`config.mk`:
```
export PLATFORM = sky130hd
export DESIGN_NAME = tim_mask_mode
export DESIGN_NICKNAME = d
export VERILOG_FILES = /design/src/tim_pkg.sv /design/src/tim_evt_if.sv /design/src/tim_evt_track.sv /design/src/tim_mask_mode.sv
export SDC_FILE = /design/constraint.sdc
export NUM_CORES = 1
export LEC_CHECK = 0
export ABC_AREA = 1
export BUFFER_PORTS_ARGS = -buffer_cell sky130_fd_sc_hd__buf_2
export CAP_MARGIN = 40
export CORE_AREA = 4 4 51 53
export CTS_BUF_LIST = sky130_fd_sc_hd__clkbuf_4
export CTS_CLUSTER_SIZE = 30
export DETAILED_ROUTE_END_ITERATION = 10
export DIE_AREA = 0 0 55 57
export GPL_TIMING_DRIVEN = 0
export MAX_ROUTING_LAYER = met4
export PLACE_DENSITY = 0.69
export SYNTH_ARGS = -nofsm -noshare
export SYNTH_HDL_FRONTEND = slang
export SYNTH_SLANG_ARGS = --single-unit
```
`constraint.sdc`:
```
create_clock -name clk_sys_in -period 0.9 [get_ports clk_sys_in]
set_clock_uncertainty 0.2 [all_clocks]
set_input_delay 0.135 -clock clk_sys_in [delete_from_list [all_inputs] [get_ports clk_sys_in]]
set_output_delay 0.135 -clock clk_sys_in [all_outputs]
set_load 0.01 [all_outputs]
```
`src/tim_pkg.sv`:
```
/*
   Constants shared by the temperature interrupt mask and mode block.
   Assumes it is compiled before every other file of the block.
*/
`default_nettype none

package tim_pkg;

   // Width of the second interrupt mask register
   localparam int unsigned TIM_REG_W = 8;

   // Power-on value of the second interrupt mask register
   localparam logic [7:0] TIM_MASK2_RESET = 8'h00;

   // Field positions inside the second interrupt mask register
   localparam int unsigned TIM_BIT_FAN_ONE = 2;
   localparam int unsigned TIM_BIT_FAN_TWO = 3;
   localparam int unsigned TIM_BIT_CHASSIS = 4;
   localparam int unsigned TIM_BIT_OVERTEMP = 5;
   localparam int unsigned TIM_BIT_HOT_MODE = 6;
   localparam int unsigned TIM_BIT_OT_MODE = 7;

   // Lowest mask bit held by this block; bits below it read as zero
   localparam int unsigned TIM_BIT_LOW = 2;

   // Number of temperature events and masked sources
   localparam int unsigned TIM_NUM_TEMP = 2;
   localparam int unsigned TIM_NUM_SRC = 4;

   // Index of each temperature event in the event vectors
   localparam int unsigned TIM_EVT_HOT = 0;
   localparam int unsigned TIM_EVT_OT = 1;

   // Interrupt mode of a temperature event
   typedef enum logic
   {
      TIM_MODE_DEFAULT,
      TIM_MODE_ONE_TIME
   } tim_mode_e;

endpackage : tim_pkg

`default_nettype wire

```
`src/tim_evt_if.sv`:
```
/*
   Carrier between the mask/mode top and one temperature event tracker.
   Assumes one instance per temperature event, all on the device clock.
*/
`timescale 1ns/1ps
`default_nettype none

interface tim_evt_if;
   import tim_pkg::*;

   logic conv_done;
   logic above_hot;
   logic below_hyst;
   logic status_read;
   tim_mode_e mode;
   logic flag;

   // Top side: feeds comparisons and mode, reads the status flag
   modport ctrl
   (
      output conv_done,
      output above_hot,
      output below_hyst,
      output status_read,
      output mode,
      input flag
   );

   // Tracker side
   modport track
   (
      input conv_done,
      input above_hot,
      input below_hyst,
      input status_read,
      input mode,
      output flag
   );

endinterface : tim_evt_if

`default_nettype wire

```
`src/tim_evt_track.sv`:
```
/*
   One temperature event tracker: keeps the sticky status flag of a
   hot-limit / hysteresis comparison in default or one-time mode.
   Assumes comparison levels are valid in the cycle of conv_done.
*/
`timescale 1ns/1ps
`default_nettype none

module tim_evt_track
   import tim_pkg::*;
(
   input wire logic clk_sys_in,
   input wire logic reset_n_in,
   tim_evt_if.track evt
);

   logic over_q;
   logic set_d;

   // Raise decision, only evaluated on a finished conversion
   always_comb
   begin
      set_d = 1'b0;
      if (evt.conv_done)
      begin
         case (evt.mode)
            TIM_MODE_DEFAULT:
               // Repeat while hot or still above hysteresis
               set_d = evt.above_hot || (over_q && !evt.below_hyst);
            TIM_MODE_ONE_TIME:
               // Only on a crossing in either direction
               set_d = (!over_q && evt.above_hot) || (over_q && evt.below_hyst);
            default:
               set_d = 1'b0;
         endcase
      end
   end

   // Over-limit state, left only by falling below hysteresis
   always_ff @(posedge clk_sys_in)
   begin
      if (!reset_n_in)
         over_q <= 1'b0;
      else if (evt.conv_done && evt.above_hot)
         over_q <= 1'b1;
      else if (evt.conv_done && evt.below_hyst)
         over_q <= 1'b0;
   end

   // Sticky flag: a status read clears it, a same-cycle set wins
   always_ff @(posedge clk_sys_in)
   begin
      if (!reset_n_in)
         evt.flag <= 1'b0;
      else if (set_d)
         evt.flag <= 1'b1;
      else if (evt.status_read)
         evt.flag <= 1'b0;
   end

endmodule : tim_evt_track

`default_nettype wire

```
`src/tim_mask_mode.sv`:
```
/*
   Upper six bits of the second interrupt mask register: four mask bits
   for fan, chassis and overtemperature status, and two mode bits for the
   hot-temperature and overtemperature events, with their event trackers.
   Assumes the serial register bus logic outside delivers a write strobe
   with data for this register and a one-cycle strobe for each status
   register read; fan and chassis flags come from the status register.
*/
//
// Operation
// - Bits 2-5 mask fan, chassis, overtemp interrupts
// - Bits 6/7 pick hot/overtemp mode, 1=one-time
// - Default mode interrupts while above hot limit
// - Status read clears pending temperature interrupt
// - Default mode re-raises at next conversion
// - Default repeats until below hysteresis limit
// - One-time raises once on crossing hot limit
// - One-time next raises on dropping below hysteresis
// - Then silent until above hot again
// - One-time bit holds across status reads
// - All register bits zero after reset
// - Hot status bit follows bit-6 mode
`timescale 1ns/1ps
`default_nettype none

module tim_mask_mode
   import tim_pkg::*;
#(
   parameter int unsigned NUM_TEMP = TIM_NUM_TEMP
)
(
   input wire logic clk_sys_in,
   input wire logic reset_n_in,
   input wire logic mask_wr_in,
   input wire logic [TIM_REG_W-1:0] mask_wdata_in,
   output logic [TIM_REG_W-1:0] mask_rdata_out,
   input wire logic status_read_in,
   input wire logic [NUM_TEMP-1:0] conv_done_in,
   input wire logic [NUM_TEMP-1:0] above_hot_in,
   input wire logic [NUM_TEMP-1:0] below_hyst_in,
   input wire logic fan_one_limit_in,
   input wire logic fan_two_limit_in,
   input wire logic chassis_intrusion_in,
   output logic hot_status_out,
   output logic overtemp_shutdown_event_out,
   output logic [TIM_NUM_SRC-1:0] src_pending_out,
   output logic int_req_out
);

   // Held register bits 7..2
   logic [TIM_REG_W-1:TIM_BIT_LOW] mask_q;
   logic [TIM_NUM_SRC-1:0] src_raw;
   logic [TIM_NUM_SRC-1:0] src_gated;
   logic [NUM_TEMP-1:0] temp_flag;
   tim_mode_e mode_sel [NUM_TEMP];

   // Gates one status bit by its mask bit; mask set means no interrupt
   function automatic logic tim_gate(input logic status, input logic mask);
      tim_gate = status && !mask;
   endfunction : tim_gate

   // Decodes a mode bit into the mode enumeration
   function automatic tim_mode_e tim_mode(input logic sel);
      tim_mode = sel ? TIM_MODE_ONE_TIME : TIM_MODE_DEFAULT;
   endfunction : tim_mode

   // Register write; bits 1..0 belong elsewhere and are dropped here
   always_ff @(posedge clk_sys_in)
   begin
      if (!reset_n_in)
         mask_q <= TIM_MASK2_RESET[TIM_REG_W-1:TIM_BIT_LOW];
      else if (mask_wr_in)
         mask_q <= mask_wdata_in[TIM_REG_W-1:TIM_BIT_LOW];
   end

   // Read-back from a flop so the bus sees a stable byte
   always_ff @(posedge clk_sys_in)
   begin
      if (!reset_n_in)
         mask_rdata_out <= TIM_MASK2_RESET;
      else
         mask_rdata_out <= {mask_q, {TIM_BIT_LOW{1'b0}}};
   end

   // Mode of each temperature event from bits 6 and 7
   always_comb
   begin
      mode_sel[TIM_EVT_HOT] = tim_mode(mask_q[TIM_BIT_HOT_MODE]);
      mode_sel[TIM_EVT_OT] = tim_mode(mask_q[TIM_BIT_OT_MODE]);
   end

   // One tracker per temperature event
   generate
      for (genvar i = 0; i < NUM_TEMP; i++)
      begin : g_temp
         tim_evt_if evt_bus ();

         // Feed comparisons, the mode and the status read strobe
         assign evt_bus.conv_done = conv_done_in[i];
         assign evt_bus.above_hot = above_hot_in[i];
         assign evt_bus.below_hyst = below_hyst_in[i];
         assign evt_bus.status_read = status_read_in;
         assign evt_bus.mode = mode_sel[i];
         assign temp_flag[i] = evt_bus.flag;

         tim_evt_track u_track
         (
            .clk_sys_in(clk_sys_in),
            .reset_n_in(reset_n_in),
            .evt(evt_bus.track)
         );
      end
   endgenerate

   // Raw status in mask-bit order: fan one, fan two, chassis, overtemp
   assign src_raw = {temp_flag[TIM_EVT_OT], chassis_intrusion_in,
                     fan_two_limit_in, fan_one_limit_in};

   // Mask gating of the four sources; status itself is never masked
   generate
      for (genvar s = 0; s < TIM_NUM_SRC; s++)
      begin : g_src
         assign src_gated[s] = tim_gate(src_raw[s], mask_q[TIM_BIT_FAN_ONE + s]);
      end
   endgenerate

   // Status outputs are the raw flags, whatever the mask says
   always_ff @(posedge clk_sys_in)
   begin
      if (!reset_n_in)
      begin
         hot_status_out <= 1'b0;
         overtemp_shutdown_event_out <= 1'b0;
      end
      else
      begin
         hot_status_out <= temp_flag[TIM_EVT_HOT];
         overtemp_shutdown_event_out <= temp_flag[TIM_EVT_OT];
      end
   end

   // Gated contributions and their OR; one flop of delay keeps it glitch free
   always_ff @(posedge clk_sys_in)
   begin
      if (!reset_n_in)
      begin
         src_pending_out <= '0;
         int_req_out <= 1'b0;
      end
      else
      begin
         src_pending_out <= src_gated;
         int_req_out <= |src_gated;
      end
   end

endmodule : tim_mask_mode

`default_nettype wire

```
* Word-level counts from Yosys, hierarchy flattened
Cells that the tools add are included.
W data, S select, Z words.
** Word-level totals
- Logic and storage cells :: 57
- Flip-flop bits (word level) :: 25
- Output and inout port bits :: 15
- Input bits :: 21
** Operators by class
- Bitwise gates (word level) :: 2
- Reduce and logical (&&, ||, !) cells :: 31
- Mux-type cells :: 13
** Operators with widths (number)
- $logic_and A1 B1 Y1 :: 14
- $mux W1 :: 11
- $logic_not A1 Y1 :: 8
- $reduce_bool A2 Y1 :: 4
- $logic_or A1 B1 Y1 :: 4
- $pmux W1 S2 :: 2
- $reduce_or A4 Y1 :: 1
- $not A1 Y1 :: 2

* Longest topological paths before layout
- Depth after elaboration :: 6
- Depth in mapped cells :: 5
- Mapped depth without buffers :: 5

* Cells and area by module
Synthesis repeated with hierarchy kept, for this count alone.
** Unflattened totals
- Cell total of the unflattened synthesis :: 107
- Area, all modules :: 822.0 um2
** Modules (own cells, without submodules)
- tim_mask_mode :: area each 606.8 um2, instances 1, sequential area each 380.4 um2, cells an instance 71
- tim_evt_track :: area each 107.6 um2, instances 2, sequential area each 40.0 um2, cells an instance 18

* Worst setup path after synthesis
No wires, ideal clock.
- Path kind :: reg2reg
- Start point :: reg mask_q[6] (netlist name)
- End point :: reg g_temp[0].u_track.evt.flag
- Data arrival time :: 596 ps
- Data required time :: 588 ps
- Setup slack :: -8 ps
- Stages on the path, launching flop included :: 6
- Library setup time :: 112 ps
- Cells stage by stage :: dfxtp_1 > nand2_1 > nor2_1 > nor2_1 > nand2_1 > nand2_1
** Between the ends
- Longest elaborated chain between the ends :: 5
- Elaborated cells between the ends (all ways) :: 6
** Ends and longest elaborated chain
- start: declaration :: RTL line tim_mask_mode.sv:51 : logic [TIM_REG_W-1:TIM_BIT_LOW] mask_q;
- start signal: assignment :: RTL line tim_mask_mode.sv:71 : mask_q <= TIM_MASK2_RESET[TIM_REG_W-1:TIM_BIT_LOW];
- start signal: assignment :: RTL line tim_mask_mode.sv:73 : mask_q <= mask_wdata_in[TIM_REG_W-1:TIM_BIT_LOW];
- $mux W1 (*) :: RTL line tim_mask_mode.sv:64 : tim_mode = sel ? TIM_MODE_ONE_TIME : TIM_MODE_DEFAULT;
- $not A1 Y1 :: RTL line tim_evt_track.sv:26 : case (evt.mode)
- $pmux W1 S2 (*) :: RTL line tim_evt_track.sv:26
- $mux W1 (*) :: RTL line tim_evt_track.sv:24 : if (evt.conv_done)
- $mux W1 / $reduce_bool A2 Y1 (equally long branches)
- end signal: assignment :: RTL line tim_evt_track.sv:54 : evt.flag <= 1'b0;
- end signal: assignment :: RTL line tim_evt_track.sv:56 : evt.flag <= 1'b1;
- end signal: assignment :: RTL line tim_evt_track.sv:58 : evt.flag <= 1'b0;
- end: declaration :: RTL line tim_evt_if.sv:37 : output flag
Every way passes the cells marked *; elsewhere a longest branch is shown, timed or not.
A chain may end at the register's enable or synchronous reset.

* Worst setup path after layout
- Start point :: reg hot_status_out
- End point :: out hot_status_out
** RTL lines
- start: declaration :: RTL line tim_mask_mode.sv:44 : output logic hot_status_out,
- start signal: assignment :: RTL line tim_mask_mode.sv:137 : hot_status_out <= temp_flag[TIM_EVT_HOT];
No word-level cell between the ends.

==> flow_summary.ini <==
[sta]
min_period_over_period_pct = 121
setup_viol = 17
hold_viol = 23
grt_setup_unrepaired = yes
fmax_mhz = 915
min_period_ns = 1.09
worst_slack_ns = -0.193
final-max-slew-violation-count = 0
hold_slack_ns = -0.145

[drt]
first_pass_iters = 4
num_vias = 768
drc = 0
routedWlPerCell_um = 9.73
routed_wl_um = 1710
drtAntennaViolNets = 0
drt_iter0_drc = 8
viasPerCell = 4.36

[clocking]
htreeDepth = 1
path_clk_slew_ns = 0.13
cts.sinks = 23
max-clock-path-buffers = 2
tritoncts = done
numCtsBuffers = 3
insertion_delay_ns = 0.31
clock-root-buffer = clkbuf_4
hold_buffers = 3

[global_route]
grt_max_degree = 14
first_global_vias = 685
grt_remaining_overflow = 0
grt_usage_pct = 11.4
antenna_found_initial = 0
grt_pass1_wl_um = 2590

[logic_synthesis]
yosysSeqAreaShare_pct = 55.9
synthMuxAreaShare_pct = 0
synth_fa_ha_area_share_pct = 0
synth_cell_types = 14
synth_top_family_by_area = simple AND/OR/NAND/NOR gates
synth-seq-cells = 23
synth.avg_cell_area_um2 = 7.84
yosys.area_share.simple_pct = 21.6
synth_top_cell_area_share_pct = 55.9
yosysWarningCount = 0
synth_top_cell_by_area = dfxtp_1
synthXorXnorAreaFrac_pct = 0
synth_cells = 105
synth_compound_area_share_pct = 7.75
synth_area_leaders = dfxtp_1 56%, nand2_1 13%, inv_1 8.2%
synth_area_um2 = 823

[placed_design]
placed_cells = 164
post-dp-hpwl_um = 1250
port_buffers = 30
place_area_um2 = 1010
gp_congestion = 0.653

[setup_path]
cp_slowest_cell = dfxtp_2
startpoint_type = flip-flop
critPathKind = flip-flop to output pin
crit_fanout = 1
crit_arrival_ns = 0.76
cpPeakStageDelay_ns = 0.34
endpoint_kind = output pin
crit_family = flip-flops
worst_ep_required_time_ns = 0.56
crit_buf_inv = 1
path_cells = buf_6

[status]
violations = hold timing, setup timing
run_status = finished with violations

[floorplanning]
core_um2 = 2150
io_pins = 36
die_x_um = 55
die_h_um = 57
die_area_um2 = 3140
initial_core_util_pct = 38.3
rows = 17

[final_layout]
layout_common_cells = 27 x buf_2, 22 x nand2_1, 14 x inv_1, 13 x dfxtp_1, 12 x nor2_1
fin_area_um2 = 1170
stdcell_count = 176
drive_gt1_share_pct = 46.6
antenna-diode-count = 0
layout_commonest_cell = buf_2
syn_to_final_growth_pct = 42.6
finalNetCount = 170
fillerInstances = 217

[hold_path]
min_path_type = primary input to flip-flop

[power]
ir_drop_uv = 792
power_mw = 1.87
power.density_nw_per_um2 = 1590
p_leak_nw = 0.651

[job]
maxCapViolCount = 0
-- worst paths after layout --
kind / from / to / slack [ns] / depth (start not counted)
min reg2reg: g_temp[0].u_track.evt.flag / hot_status_out / 0.23 / 2
max: hot_status_out / hot_status_out / -0.19 / 1
min: fan_two_limit_in / src_pending_out[1] / -0.15 / 3
max reg2reg: mask_q[2] / int_req_out / -0.07 / 5
-- worst min-delay path, stage by stage --
cell     delay, ns
buf_2         0.10
nand2_2       0.06
nor2_1        0.04
-- repair_timing --
action	in CTS	in global routing
hold endpoints to repair	23	17
gates resized for setup	14	14
setup endpoints to repair	16	21
pin swaps	7	9
setup buffers	5	1
-- metal layers --
layer  up-vias  part of all wire, %  global-route usage (%)
met5         -                    0                       -
met4         0                 0.93                    4.17
met3         2                  8.3                    2.35
met2        26                   49                    19.9
met1       344                   41                    12.3
li1        396                    -                       -
-- flip-flops by register name, indices dropped and copies added (netlist names) --
signal	flops
overtemp_shutdown_event_out	1
hot_status_out	1
g_temp.u_track.over_q	2
mask_q	6
src_pending_out	4
g_temp.u_track.evt.flag	2
int_req_out	1
mask_rdata_out	6
-- power breakdown --
group	total, mW	leakage (nW)	internal [mW]	switching (mW)
registers	1.11	0.193	1.09	0.0284
clock network	0.467	0.0177	0.166	0.302
logic	0.290	0.440	0.149	0.141
-- cell type report --
cell class                 count  area [um2]  share of cell area (%)
clock inverter                 1        5.00                   0.426
inverter                      19        71.3                    6.08
timing repair buffer          38         244                    20.8
buffer                         4        46.3                    3.94
clock buffer                   3        22.5                    1.92
multi-input combinational     60         277                    23.6
tap                           28        35.0                    2.99
sequential                    23         473                    40.3
-- synthesized netlist by cell type --
master    n
nand3_1   4
a21oi_1   4
buf_4     2
nand2_1  28
conb_1    1
o21ai_0   6
inv_1    18
o21ai_2   1
buf_6     1
nor2_1   14
inv_2     1
buf_12    1
o21ai_1   1
dfxtp_1  23
-- kinds of logic (layout without fill, tap and decap cells) --
family / Yosys count / in the layout
AO/OA/AOI/OAI: 12 / 12
buffers and inverters: 23 / 65
flip-flops: 23 / 23
other: 1 / 2
AND/OR/NAND/NOR: 46 / 46
-- per-stage QoR --
step	setup TNS, ns	utilization, %	hold slack [ns]	setup slack [ns]
finish	-2.52	54.6	-0.145	-0.193
global route	-3.19	54.6	-0.156	-0.222
CTS	-2.75	52.5	-0.169	-0.218
detailed placement	-0.201	47.2	0.172	-0.0794
global placement	-0.0881	47.2	0.161	-0.0362
floorplan	0	-	0.0688	0.00606
Power figures use the tool's default switching activity.
